**src/verilog/serial_status_defs.svh**
```systemverilog
// Register offsets, field positions, reset values and bit timing
// Assumes byte-wide registers on a 3-bit word address
`ifndef SERIAL_STATUS_DEFS_SVH
`define SERIAL_STATUS_DEFS_SVH
// ----------------------------------------
// Offsets
// ----------------------------------------
`define ADR_STATUS 3'h0
`define ADR_DATA 3'h1
`define ADR_CTRL_TWO 3'h2
`define ADR_CTRL_ONE 3'h3
`define ADR_DIVISOR 3'h4
// ----------------------------------------
// Status bits
// ----------------------------------------
`define S_TXE 3'h7
`define S_CMPL 3'h6
`define S_RXF 3'h5
`define S_IDLE 3'h4
`define S_OVR 3'h3
`define S_NOISE 3'h2
`define S_FRAME 3'h1
`define S_PARITY 3'h0
`define STATUS_RESET 8'hc0
// ----------------------------------------
// Control bits
// ----------------------------------------
`define C2_TXON 3'h3
`define C2_BRK 3'h0
`define C1_LBK 3'h5
`define C1_NINE 3'h4
`define C1_AFTER_STOP 3'h2
`define C1_PAR_ON 3'h1
`define C1_ODD 3'h0
`define DIVISOR_RESET 8'h00
// ----------------------------------------
// Bit timing in oversample ticks, frame lengths in bits
// ----------------------------------------
`define OVS_LAST 4'hf
`define SAMP_START 4'h4
`define SAMP_DATA 4'h8
`define SAMP_DECIDE 4'ha
`define FRAME_8 4'ha
`define FRAME_9 4'hb
`define IDLE_8 8'ha0
`define IDLE_9 8'hb0
`endif

```
**src/verilog/serial_status_pkg.sv**
```systemverilog
// Types shared by the serial status block
// Assumes the defs header carries all numeric constants
package serial_status_pkg;
  typedef enum logic {RX_IDLE, RX_FRAME} rx_state_e;
  typedef logic [7:0] byte_t;
endpackage : serial_status_pkg

```
**src/verilog/async_serial_status_flags.sv**
```systemverilog
// Serial transceiver with its eight status flags
// Assumes a single-cycle strobe bus and an rxd synchronous to ref_clk_in
//
// What this block does
// - Status register read-only, writes ignored
// - Transmit empty sets at reset, buffer move
// - Status read then data write clears it
// - Complete sets when buffer empty, shifter idle
// - Status read then data write, transmitter on or break clears complete
// - Receive full sets on character transfer
// - Status read then data read clears full
// - Idle after one full high character time
// - Idle count start chosen by select bit
// - Status read then data read clears idle
// - Idle sets once per character moved into the receive buffer
// - Overrun sets, new character discarded
// - Status read then data read clears overrun
// - Majority sampling, disagreement sets noise
// - Status read then data read clears noise
// - Zero stop bit sets framing error
// - Status read then data read clears framing
// - Parity mismatch sets parity error
// - Status read then data read clears parity
// - Long break detect blocks full and framing
// - Parity occupies the character MSB
//
// The placing of the registers and the plain strobed port were left to the implementer.
`include "serial_status_defs.svh"
module async_serial_status_flags
(
  // Clock and reset
  input wire logic ref_clk_in,
  input wire logic reset_n_in,
  // Register port
  input wire logic [2:0] addr_in,
  input wire serial_status_pkg::byte_t wr_data_in,
  input wire logic wr_en_in,
  input wire logic rd_en_in,
  output serial_status_pkg::byte_t rd_data_out,
  // Serial line
  input wire logic rxd_in,
  output logic txd_out
);
  import serial_status_pkg::*;

  // ----------------------------------------
  // Registers and decode
  // ----------------------------------------
  byte_t status_r, arm_r, rx_data_r, tx_buf_r, div_r, div_cnt_r;
  logic txon_r, brk_r, lbk_r, nine_r, after_stop_r, par_on_r, odd_r, tick_r;
  logic st_rd, data_rd, data_wr, c2_wr, txon_rise, brk_wr, cmpl_ev;
  assign st_rd = rd_en_in && addr_in == `ADR_STATUS;
  assign data_rd = rd_en_in && addr_in == `ADR_DATA;
  assign data_wr = wr_en_in && addr_in == `ADR_DATA;
  assign c2_wr = wr_en_in && addr_in == `ADR_CTRL_TWO;
  assign txon_rise = c2_wr && wr_data_in[`C2_TXON] && !txon_r;
  assign brk_wr = c2_wr && wr_data_in[`C2_BRK];
  assign cmpl_ev = data_wr || txon_rise || brk_wr;

  always_ff @(posedge ref_clk_in)
  begin
    if (!reset_n_in)
    begin
      txon_r <= 1'b0;
      brk_r <= 1'b0;
      {lbk_r, nine_r, after_stop_r, par_on_r, odd_r} <= 5'h00;
      div_r <= `DIVISOR_RESET;
    end
    else if (c2_wr)
    begin
      txon_r <= wr_data_in[`C2_TXON];
      brk_r <= wr_data_in[`C2_BRK];
    end
    else if (wr_en_in && addr_in == `ADR_CTRL_ONE)
    begin
      lbk_r <= wr_data_in[`C1_LBK];
      nine_r <= wr_data_in[`C1_NINE];
      after_stop_r <= wr_data_in[`C1_AFTER_STOP];
      par_on_r <= wr_data_in[`C1_PAR_ON];
      odd_r <= wr_data_in[`C1_ODD];
    end
    else if (wr_en_in && addr_in == `ADR_DIVISOR)
      div_r <= wr_data_in;
  end

  // Status writes fall through every branch above
  always_ff @(posedge ref_clk_in)
  begin
    if (!reset_n_in)
      rd_data_out <= 8'h00;
    else if (rd_en_in)
    begin
      case (addr_in)
        `ADR_STATUS: rd_data_out <= status_r;
        `ADR_DATA: rd_data_out <= rx_data_r;
        `ADR_CTRL_TWO: rd_data_out <= {4'h0, txon_r, 2'h0, brk_r};
        `ADR_CTRL_ONE: rd_data_out <= {2'h0, lbk_r, nine_r, 1'b0, after_stop_r, par_on_r, odd_r};
        `ADR_DIVISOR: rd_data_out <= div_r;
        default: rd_data_out <= 8'h00;
      endcase
    end
  end

  // ----------------------------------------
  // Oversample tick, sixteen per bit
  // ----------------------------------------
  always_ff @(posedge ref_clk_in)
  begin
    if (!reset_n_in)
    begin
      div_cnt_r <= 8'h00;
      tick_r <= 1'b0;
    end
    else
    begin
      tick_r <= div_cnt_r == div_r;
      div_cnt_r <= (div_cnt_r == div_r) ? 8'h00 : div_cnt_r + 8'h01;
    end
  end

  // ----------------------------------------
  // Receiver
  // ----------------------------------------
  rx_state_e rx_state_r;
  logic [3:0] rx_ovs_r, rx_bit_r, stop_idx;
  logic [2:0] ones_r, cnt_r, ones_all, cnt_all;
  logic [8:0] rx_sh_r;
  logic noise_r, samp, decide, bit_val, noisy, char_done, perr;
  assign stop_idx = (nine_r ? `FRAME_9 : `FRAME_8) - 4'h1;
  // Seven samples in the start bit, three in the others
  assign samp = rx_ovs_r >= (rx_bit_r == 4'h0 ? `SAMP_START : `SAMP_DATA)
    && rx_ovs_r <= `SAMP_DECIDE;
  assign decide = rx_state_r == RX_FRAME && tick_r && rx_ovs_r == `SAMP_DECIDE;
  assign ones_all = ones_r + {2'h0, rxd_in};
  assign cnt_all = cnt_r + 3'h1;
  assign bit_val = {ones_all, 1'b0} > {1'b0, cnt_all};
  assign noisy = ones_all != 3'h0 && ones_all != cnt_all;
  assign char_done = decide && rx_bit_r == stop_idx;
  // Expected parity over all data bits, the MSB being parity
  assign perr = par_on_r && ((nine_r ? ^rx_sh_r : ^rx_sh_r[8:1]) != odd_r);

  always_ff @(posedge ref_clk_in)
  begin
    if (!reset_n_in)
    begin
      rx_state_r <= RX_IDLE;
      rx_ovs_r <= 4'h0;
      rx_bit_r <= 4'h0;
      ones_r <= 3'h0;
      cnt_r <= 3'h0;
      noise_r <= 1'b0;
      rx_sh_r <= 9'h000;
    end
    else if (tick_r)
    begin
      case (rx_state_r)
        RX_IDLE:
        begin
          if (!rxd_in)
            rx_state_r <= RX_FRAME;
          rx_ovs_r <= 4'h1;
          rx_bit_r <= 4'h0;
          ones_r <= 3'h0;
          cnt_r <= 3'h0;
          noise_r <= 1'b0;
        end
        RX_FRAME:
        begin
          rx_ovs_r <= rx_ovs_r + 4'h1;
          if (samp)
          begin
            ones_r <= ones_all;
            cnt_r <= cnt_all;
          end
          if (decide)
          begin
            noise_r <= noise_r | noisy;
            if (rx_bit_r == 4'h0 && bit_val)
              rx_state_r <= RX_IDLE;
            else if (rx_bit_r == stop_idx)
              rx_state_r <= RX_IDLE;
            else if (rx_bit_r != 4'h0)
              rx_sh_r <= {bit_val, rx_sh_r[8:1]};
          end
          if (rx_ovs_r == `OVS_LAST)
          begin
            rx_bit_r <= rx_bit_r + 4'h1;
            ones_r <= 3'h0;
            cnt_r <= 3'h0;
          end
        end
        default: rx_state_r <= RX_IDLE;
      endcase
    end
  end

  // ----------------------------------------
  // Idle line detection
  // ----------------------------------------
  logic [7:0] idle_cnt_r, idle_lim;
  logic idle_ok, idle_hit, idle_armed_r;
  assign idle_lim = nine_r ? `IDLE_9 : `IDLE_8;
  // Select bit moves the count start past the stop bit
  assign idle_ok = after_stop_r ? rx_state_r == RX_IDLE
    : !(rx_state_r == RX_FRAME && rx_bit_r == 4'h0);
  assign idle_hit = tick_r && rxd_in && idle_ok && idle_cnt_r == idle_lim - 8'h01;

  always_ff @(posedge ref_clk_in)
  begin
    if (!reset_n_in)
      idle_cnt_r <= 8'h00;
    else if (tick_r)
    begin
      if (!rxd_in || !idle_ok)
        idle_cnt_r <= 8'h00;
      else if (idle_cnt_r != idle_lim)
        idle_cnt_r <= idle_cnt_r + 8'h01;
    end
  end

  // ----------------------------------------
  // Transmitter
  // ----------------------------------------
  logic [11:0] tx_sh_r;
  logic [3:0] tx_ovs_r, tx_left_r;
  logic tx_busy_r, tx_buf_full_r, pre_q_r, brk_q_r, tx_go, tx_end;
  logic [7:0] d;
  assign d = tx_buf_r;
  assign tx_go = !tx_busy_r && txon_r;
  assign tx_end = tx_busy_r && tick_r && tx_ovs_r == `OVS_LAST && tx_left_r == 4'h1;

  always_ff @(posedge ref_clk_in)
  begin
    if (!reset_n_in)
    begin
      tx_busy_r <= 1'b0;
      tx_sh_r <= 12'hfff;
      tx_ovs_r <= 4'h0;
      tx_left_r <= 4'h0;
      tx_buf_full_r <= 1'b0;
      pre_q_r <= 1'b0;
      brk_q_r <= 1'b0;
      tx_buf_r <= 8'h00;
    end
    else
    begin
      if (txon_rise)
        pre_q_r <= 1'b1;
      if (brk_wr)
        brk_q_r <= 1'b1;
      if (data_wr)
      begin
        tx_buf_r <= wr_data_in;
        tx_buf_full_r <= 1'b1;
      end
      if (tx_go && (pre_q_r || brk_q_r || brk_r || tx_buf_full_r))
      begin
        tx_busy_r <= 1'b1;
        tx_ovs_r <= 4'h0;
        tx_left_r <= nine_r ? `FRAME_9 : `FRAME_8;
        if (pre_q_r)
        begin
          pre_q_r <= txon_rise;
          tx_sh_r <= 12'hfff;
        end
        else if (brk_q_r || brk_r)
        begin
          brk_q_r <= brk_wr;
          tx_sh_r <= 12'h000;
        end
        else
        begin
          tx_buf_full_r <= data_wr;
          if (nine_r)
            tx_sh_r <= {2'h3, par_on_r ? odd_r ^ ^d : 1'b1, d, 1'b0};
          else
            tx_sh_r <= {3'h7, par_on_r ? odd_r ^ ^d[6:0] : d[7], d[6:0], 1'b0};
        end
      end
      else if (tx_busy_r && tick_r)
      begin
        tx_ovs_r <= tx_ovs_r + 4'h1;
        if (tx_ovs_r == `OVS_LAST)
        begin
          tx_sh_r <= {1'b1, tx_sh_r[11:1]};
          tx_left_r <= tx_left_r - 4'h1;
          if (tx_left_r == 4'h1)
            tx_busy_r <= 1'b0;
        end
      end
    end
  end

  always_ff @(posedge ref_clk_in)
  begin
    if (!reset_n_in)
      txd_out <= 1'b1;
    else
      txd_out <= tx_busy_r ? tx_sh_r[0] : 1'b1;
  end

  // ----------------------------------------
  // Status flags and clear sequences
  // ----------------------------------------
  logic tx_load, receive_buffer_full_busy, receive_buffer_full_set, ovr_set, idle_set, cmpl_set;
  byte_t set_v, clr_v;
  assign tx_load = tx_go && tx_buf_full_r && !pre_q_r && !brk_q_r && !brk_r;
  // A transfer in the clearing cycle has found the buffer read
  assign receive_buffer_full_busy = status_r[`S_RXF] && !clr_v[`S_RXF];
  assign receive_buffer_full_set = char_done && !lbk_r && !receive_buffer_full_busy;
  assign ovr_set = char_done && !lbk_r && receive_buffer_full_busy;
  assign idle_set = idle_hit && idle_armed_r;
  assign cmpl_set = tx_end && !tx_buf_full_r && !pre_q_r && !brk_q_r && !brk_r;
  assign set_v = {tx_load, cmpl_set, receive_buffer_full_set, idle_set, ovr_set,
    receive_buffer_full_set && (noise_r || noisy), receive_buffer_full_set && !bit_val, receive_buffer_full_set && perr};
  assign clr_v = arm_r & {data_wr, cmpl_ev, {6{data_rd}}};

  always_ff @(posedge ref_clk_in)
  begin
    if (!reset_n_in)
      status_r <= `STATUS_RESET;
    else
      status_r <= (status_r & ~clr_v) | set_v;
  end

  // Only flags seen set by the status read may be cleared
  always_ff @(posedge ref_clk_in)
  begin
    if (!reset_n_in)
      arm_r <= 8'h00;
    else if (st_rd)
      arm_r <= status_r;
    else
      arm_r <= arm_r & ~{data_wr, cmpl_ev, {6{data_rd}}};
  end

  // Overrun drops the character and its error bits
  always_ff @(posedge ref_clk_in)
  begin
    if (!reset_n_in)
      rx_data_r <= 8'h00;
    else if (receive_buffer_full_set)
      rx_data_r <= nine_r ? rx_sh_r[7:0] : rx_sh_r[8:1];
  end

  always_ff @(posedge ref_clk_in)
  begin
    if (!reset_n_in)
      idle_armed_r <= 1'b0;
    else if (receive_buffer_full_set)
      idle_armed_r <= 1'b1;
    else if (idle_set)
      idle_armed_r <= 1'b0;
  end
endmodule : async_serial_status_flags

```
**config.mk**
```make
export PLATFORM = sky130hd
export DESIGN_NAME = async_serial_status_flags
export DESIGN_NICKNAME = d
export VERILOG_FILES = /design/src/verilog/serial_status_pkg.sv /design/src/verilog/async_serial_status_flags.sv
export VERILOG_INCLUDE_DIRS = /design/src /design/src/verilog
export SDC_FILE = /design/constraint.sdc
export NUM_CORES = 1
export LEC_CHECK = 0
export ABC_CLOCK_PERIOD_IN_PS = 2440
export BUFFER_PORTS_ARGS = -buffer_cell sky130_fd_sc_hd__buf_2
export CORE_UTILIZATION = 60
export DETAILED_ROUTE_END_ITERATION = 12
export GPL_TIMING_DRIVEN = 0
export HOLD_SLACK_MARGIN = 0.03
export PLACE_DENSITY = 0.88
export SLEW_MARGIN = 20
export SYNTH_ARGS = -nofsm -noshare
export SYNTH_HDL_FRONTEND = slang
export SYNTH_SLANG_ARGS = --single-unit
```
**constraint.sdc**
```tcl
create_clock -name ref_clk_in -period 2.44 [get_ports ref_clk_in]
set_input_delay 0.244 -clock ref_clk_in [delete_from_list [all_inputs] [get_ports ref_clk_in]]
set_output_delay 0.244 -clock ref_clk_in [all_outputs]
set_load 0.02 [all_outputs]
```
==> metrics.md, run 1 <==
| Metric | Value |
|---|---|
| Status | finished, final reports clean |
| Flop-to-flop setup slack | 0.31 ns |
| Register area share after synthesis | between 40% and 50% |
| Gp weighted congestion | 0.903 |
| Top cell type's share of synthesized area | around 42% |
| Reg2reg path depth | 7 |
| Hold Path End | div_r[0]$_SDFFE_PN0P_ |
| Simple-Gate Fraction of Synth Area | roughly a fifth |
| Syn_area_per_cell | 8.71 sq um |
| Clock Skew | approximately 0.0073 ns |
| Row Count | 35 |
| Final HPWL DP | 9710 um |
| Sw Share | 25.6% |
| Hold path cells | 3 |
| Area leader, netlist | dfxtp_1 |
| Slew Viols, Final | 0 |
| Final critical-path share of the clock period | 87.5% |
| Die area | between 10000 and 15000 sq um |
| Layout net count | ~750 |
| Async set-reset flop share out of synthesis | 0% |
| Total number of vias | 5267 |
| Most frequent cells after synthesis | dfxtp_1 (123), nor2_1 (90), nand2_1 (82), a21oi_1 (57), mux2i_1 (31) |
| Sequential power share | 44.3% |
| Initial core utilization | 62.3% |
| Worst skew pair latency | 0.53 ns |
| Final ANT Viol Nets | 0 |
| # resized after CTS | 0 |
| Clock power frac | 49.1% |
| MaxCap Viol Count | 0 |
| Layout Utilization | between 70% and 80% |
| Clk Tree Root Cell | clkbuf_8 |
| Post-Syn Nets | around 700 |
| Final Hold Fails | 0 |
| Die X | 100 um |
| First-iteration detailed-routing DRC count | 466 |
| Dpl cells | 821 |
| Peak VDD IR | 0.000545 V |
| Top-count cell post-synth | dfxtp_1 |
| Crit path max-delay cell type | nor3_2 |
| Kind of critical path | reg -> reg |
| Via-to-Cell Ratio | 6.12 |
| Rel. slew slack | 33.0% |
| Comb pwr share | 6.6% |
| Int Power | 3.49 mW |
| Synth top area cells | dfxtp_1 (42%), nor2_1 (5.8%), mux2i_1 (5.3%) |
| Worst Max-Slew Pin Slew | 0.992 ns |
| Number of synthesis warnings | 0 |
| Synth Instances | 668 |
| Synth Area in Adders | 3.01% |
| EDFF count, synth | 0 |
| Largest family of logic cells by synthesized area | simple AND/OR/NAND/NOR gates |
| Cell Chain, Critical Path | inv_1 -> ha_1 -> nor3b_1 -> a22oi_1 -> nor3_2 -> a22oi_1 -> nor2_1 |
| WL per Instance | approximately 18 um |
| Post-synthesis compound-gate area fraction | 14.3% |
| Startpoint class of the critical path | flip-flop |
| First-pass GRT wire length | 24500 um |
| Register bit total from synthesis | 123 |
| Lkg Pwr | 2.65 nW |
| Crit path from | rx_bit_r[0]$_SDFFE_PN0P_ |
| CTS Buf Count | 17 |
| Critical Path Most Common Cell | a22oi_1 |
| Io pins | 25 |
| Reg2reg end | ones_r[0]$_SDFFE_PN0P_ |
| Pin count of the biggest net entering global routing | 17 |
| Antenna Cells | 0 |
| Xor-xnor portion of the synthesized cell area | 8.07% |
| Port Buf Inserts | 24 |
| Vias in the first global route | 5090 |
| Crit. End Element | flip-flop |
| Global router's overall resource usage | between 30% and 40% |
| Syn Std Cell Area | 5820 sq um |
| Unique masters post-synth | 63 |
| Pwr/cell area | 699 nW/um^2 |
| Share of cells above drive strength 1 | 11.5% |
| Initial antenna violation count | 0 |
| Worst EP required | 2.89 ns |
| Min-delay src | wr_data_in[0] |
| Synth Flop Type | dfxtp_1 |
| R2r startpoint | rx_bit_r[0]$_SDFFE_PN0P_ |
| P&R area growth vs syn | 15.3% |
| Total gr overflow | 0 |
| CP peak stage delay | 0.46 ns |
| Critical path arrival | 2.59 ns |
| CP Max Fanout | 8 |
| Net switching power | 1.20 mW |
| CTS Sinks | approximately 120 |
| H-tree depth | 4 |
| Worst min path class | in -> reg |
| Setup violations, final | 0 |
| Fmax | 468 MHz |
| Post-synthesis mux area share | 7.66% |
| Post-Route Setup TNS | 0 ns |
| Core region area | 9330 sq um |
| Final WL | 15300 um |
| Clock slew at reported path FFs | 0.06 ns |
| Fin crit period | 2.13 ns |
| Drc violations | 0 |
| Total power | 4.69 mW |
| Chip height | 100 um |
| Post-Layout Cell Count | 860 |
| Initial DRT Pass Iterations | 6 |
| CTS tree | built |
| Clock Tree Buf Depth | 2 |
| RSZ-0062 raised after global routing | false |
## sequential cells by signal (all words and copies together) (netlist names), 4 cells and up
register,cells
idle_cnt_r,8
tx_left_r,4
rx_sh_r,9
rx_bit_r,4
tx_ovs_r,4
tx_sh_r,12
d,8
status_r,8
div_r,8
div_cnt_r,8
rd_data_out,8
arm_r,8
rx_data_r,8
rx_ovs_r,4
## per-layer routing
| layer | vias to the layer above | wire length [um] | track usage [%] |
|---|---|---|---|
| met2 | 290 | 7300 | 53.1 |
| met1 | 2490 | 6090 | 36.7 |
| met5 | - | 0 | 0 |
| li1 | 2415 | - | - |
| met3 | 72 | 1190 | 6.45 |
| met4 | 0 | 684 | 18.7 |
## power by group through the flow
stage	Combinational (mW)	Clock (mW)	Sequential [mW]
final	0.310	2.30	2.08
after global routing	0.332	2.38	2.08
after CTS	0.300	2.29	2.07
after detailed placement	0.282	0	2.12
after global placement	0.274	0	2.11
after floorplan	0.188	0	2.11
## worst max-delay path by stage
stage          depth (start not counted)  slack [ns]                         to
3_3_place_gp                           9        0.42     status_r[1]$_SDFF_PN0_
6_report                               7        0.31     ones_r[0]$_SDFFE_PN0P_
3_5_place_dp                           9        0.34     status_r[1]$_SDFF_PN0_
2_1_floorplan                          8        0.72     status_r[1]$_SDFF_PN0_
5_1_grt                                7        0.20  idle_armed_r$_SDFFE_PN0P_
4_1_cts                                6        0.36  rx_data_r[3]$_SDFFE_PN0P_
## cells in the final DEF, fill, tap and decap left out, types with 3 or more instances in the layout
cell type      Yosys  routed
clkinv_2           0       5
o2bb2ai_1          4       4
a31oi_1            5       5
nand4b_1           3       3
nand3_1           12      12
ha_1              14      14
nand3b_1           9       9
nand2b_1           5       5
o21ai_0           12      12
dfxtp_1          123     123
clkbuf_1          22      22
a211oi_1           5       5
nor2_1            90      90
and3b_1            3       3
mux2i_1           31      31
a2bb2oi_1          3       3
nor3_1             3       3
nor2b_1           10      10
o211ai_1           9       9
mux2_2            10      10
clkinvlp_4         0       6
buf_2              5      29
and2_1             3       3
dlygate4sd3_1      0       7
nor4_1             5       5
buf_1              3       3
o21a_1             5       5
xnor2_1           30      30
nor3b_1            9       9
a22oi_1           10      10
a21oi_1           57      57
nand4_1            6       6
o21ai_1            3       3
and3_1             4       4
xor2_1            21      21
nand2_1           82      82
inv_1             17      17
clkbuf_16          0      16
## critical path: cells and delay by family (launching register included)
| kind | cells | cell delay, ns |
|---|---|---|
| buffers and inverters | 1 | 0.10 |
| flip-flops | 1 | 0.35 |
| adder cells (fa/ha/maj) | 1 | 0.15 |
| AND/OR/NAND/NOR | 3 | 1.05 |
| AO/OA/AOI/OAI | 2 | 0.41 |
## stage by stage
stage | hold slack (ns) | cell area (sq um) | worst slack, ns
2_1_floorplan | 0.380 | 5820 | 0.719
3_3_place_gp | 0.431 | 6100 | 0.420
3_5_place_dp | 0.440 | 6100 | 0.342
4_1_cts | 0.0343 | 6710 | 0.357
5_1_grt | 0.0437 | 6710 | 0.199
6_report | 0.0286 | 6710 | 0.305
## cells by family after synthesis
kind of cell	Yosys count
and+or+nand+nor	256
AOI/OAI and AO/OA	132
DFF	123
xor gates and xnor gates	52
buffers and inverters	49
muxes	42
adders and majority gates	14
## area by class of cell
type	count	area (sq um)
multi-input cells	496	3160
inverters	18	67.6
flip-flops and latches	123	2460
well taps	129	161
plain buffers	31	130
clock buffers	17	414
clock inverters	15	126
fillers	593	2620
repair buffers	31	190
## repair_timing
action / 4_1_cts / 5_1_grt
hold buffers: 7 / 0
setup buffers: 0 / 0
endpoints found under the hold margin: 18 / 0
Power figures use the tool's default switching activity.
==> inputs of run 2 (changes only) <==
- CORE_UTILIZATION: 60 -> 51
- PLACE_DENSITY: 0.88 -> 0.78
==> metrics.md, run 2 (synthesized netlist as in run 1, its figures left out) <==
| Metric | Value |
|---|---|
| Total number of vias | 4966 (-5.7%) |
| Clk Tree Root Cell | clkbuf_16 |
| Most common cell after layout, fill and taps aside | dfxtp_1 |
| Hold Path End | d[6]$_SDFFE_PN0P_ |
| Slew Viols, Final | 0 (unchanged) |
| Setup violations, final | 0 (unchanged) |
| Via-to-Cell Ratio | 5.75 (-6.2%) |
| CTS Sinks | 123 (unchanged) |
| CTS tree | built |
| Grt met3 use | 5.74% (-0.71 points) |
| R2r startpoint | rx_bit_r[0]$_SDFFE_PN0P_ |
| Top Usage Layer GRT | met2 |
| Worst EP required | 2.78 ns (-0.11 ns) |
| Gp weighted congestion | 0.818 (-9.4%) |
| Pin count of the biggest net entering global routing | 17 (unchanged) |
| Core region area | 11000 sq um (+18%) |
| WL per Instance | 16.4 um (-7.9%) |
| Crit path from | rx_bit_r[0]$_SDFFE_PN0P_ |
| P&R area growth vs syn | 14.8% |
| First-pass GRT wire length | 23200 um (-5.1%) |
| Critical path arrival | 2.50 ns (-0.09 ns) |
| Global router's overall resource usage | 25.9% (-5.5 points) |
| H-tree depth | 4 (unchanged) |
| Port Buf Inserts | 24 (unchanged) |
| Vias in the first global route | 4808 (-5.5%) |
| Area of all placed cells without fillers | 6670 sq um (-0.50%) |
| Startpoint class of the critical path | flip-flop |
| Final ANT Viol Nets | 0 (unchanged) |
| Drc violations | 0 (unchanged) |
| Kind of critical path | reg -> reg |
| Chip height | 109 um (+8.3%) |
| CP Max Fanout | 8 (unchanged) |
| # resized after CTS | 0 (unchanged) |
| Antenna Cells | 0 (unchanged) |
| Min-delay src | wr_data_in[6] |
| Worst skew pair latency | 0.42 ns (-0.11 ns) |
| Row Count | 38 (+8.6%) |
| Post-Route Setup TNS | 0 ns (unchanged) |
| Clock Skew | 0.00893 ns (+0.00162 ns) |
| Largest Register | tx_sh_r |
| Post-cts hold buffer count | 0 (-7) |
| Lkg Pwr | 2.62 nW (-0.94%) |
| Clock Tree Buf Depth | 2 (unchanged) |
| Initial core utilization | 53.0% (-9.4 points) |
| Filler instances | 904 (+52%) |
| Reg2reg path depth | 7 (unchanged) |
| Regs by FF count | tx_sh_r x12, rx_sh_r x9 |
| Fin crit period | 2.16 ns (+0.0257 ns) |
| Hold path cells | 3 (unchanged) |
| Largest register FFs | 12 (unchanged) |
| Commonest cells after routing, fill and taps aside | dfxtp_1 (123), nor2_1 (90), nand2_1 (82) |
| Reg2reg end | ones_r[2]$_SDFFE_PN0P_ |
| Crit. End Element | flip-flop |
| Final WL | 14100 um (-7.5%) |
| Io pins | 25 (unchanged) |
| Final HPWL DP | 9630 um (-0.75%) |
| Pwr/cell area | 712 nW/um^2 (+1.9%) |
| Initial antenna violation count | 0 (unchanged) |
| First-iteration detailed-routing DRC count | 308 (-34%) |
| Total gr overflow | 0 (unchanged) |
| MaxCap Viol Count | 0 (unchanged) |
| Met2 Resource Use GR | 43.4% (-9.7 points) |
| CTS Buf Count | 17 (unchanged) |
| Clock slew at reported path FFs | 0.06 ns (about the same) |
| Worst Max-Slew Pin Slew | 1.04 ns (+0.0488 ns) |
| Initial DRT Pass Iterations | 5 (-1) |
| Area after DPL | 6110 sq um (+0.23%) |
| Fmax | 463 MHz (-1.2%) |
| Peak VDD IR | 0.000535 V (-1.8%) |
| Rel. slew slack | 29.7% (-3.3 points) |
| Post-CTS Setup Repair Bufs | 0 (unchanged) |
| Die area | 11800 sq um (+17%) |
| Met1 usage | 31.4% (-5.3 points) |
| Status | finished, final reports clean |
| Share of cells above drive strength 1 | 11.6% (+0.11 points) |
| Final Hold Fails | 0 (unchanged) |
| RSZ-0062 raised after global routing | false |
| Final critical-path share of the clock period | 88.5% (+1.1 points) |
| Layout net count | 741 (-0.94%) |
| Die X | 109 um (+8.3%) |
| Worst min path class | in -> reg |
| Flop-to-flop setup slack | 0.28 ns (-0.03 ns) |
-- run 2: cell types whose count changed in the layout (fill, tap and decap cells not counted) --
cell / change
clkbuf_16: +1
dlygate4sd3_1: -7
clkinv_2: -2
clkinv_4: +1
clkinvlp_4: +1
inv_6: -1
-- run 2: worst max-delay path: stages (launching register included) --
cell      delay (ns)
dfxtp_1         0.35
inv_1           0.10
ha_1            0.14
nor3b_1         0.46
a22oi_1         0.24
nor3_2          0.47
nand3b_1        0.14
a31oi_1         0.18
-- run 2: how the worst max path moves through the flow --
| stage | slack, ns | to | cells past startpoint |
|---|---|---|---|
| after floorplan | 0.72 | status_r[1]$_SDFF_PN0_ | 8 |
| after global placement | 0.38 | status_r[1]$_SDFF_PN0_ | 9 |
| after detailed placement | 0.34 | status_r[1]$_SDFF_PN0_ | 9 |
| after CTS | 0.32 | cnt_r[2]$_SDFFE_PN0P_ | 7 |
| after global routing | 0.11 | ones_r[2]$_SDFFE_PN0P_ | 7 |
| final | 0.28 | ones_r[2]$_SDFFE_PN0P_ | 7 |
-- run 2: power breakdown --
| part | switching [mW] | total [mW] | leakage, nW | internal [mW] |
|---|---|---|---|---|
| Combinational | 0.199 | 0.294 | 1.37 | 0.0954 |
| Clock | 0.960 | 2.38 | 0.256 | 1.42 |
| Sequential | 0.0332 | 2.07 | 0.995 | 2.04 |
-- run 2: per-stage QoR --
step           setup WS (ns)  hold WS [ns]  util (%)  instances  power (mW)
6_report               0.280        0.0810      60.8        864        4.75
5_1_grt                0.109        0.0934      60.8        864        4.89
4_1_cts                0.324        0.0638      60.8        864        4.76
3_5_place_dp           0.336         0.443      55.6        832        2.40
3_3_place_gp           0.381         0.428      55.6        832        2.39
2_1_floorplan          0.719         0.380         -        668        2.30
-- run 2: layout make-up --
class	instances	area (sq um)	area share (%)
Clock buffer	18	439	6.58
Buffer	31	130	1.95
Clock inverter	14	124	1.86
Sequential cell	123	2460	36.9
Timing Repair Buffer	24	120	1.80
Inverter	18	67.6	1.01
Tap cell	140	175	2.62
Multi-Input combinational cell	496	3160	47.3
-- run 2: layer usage --
metal	wire length [um]	share of wire [%]
met4	389	2.8
met2	6800	48
met1	6140	43
met3	799	5.7
met5	0	0
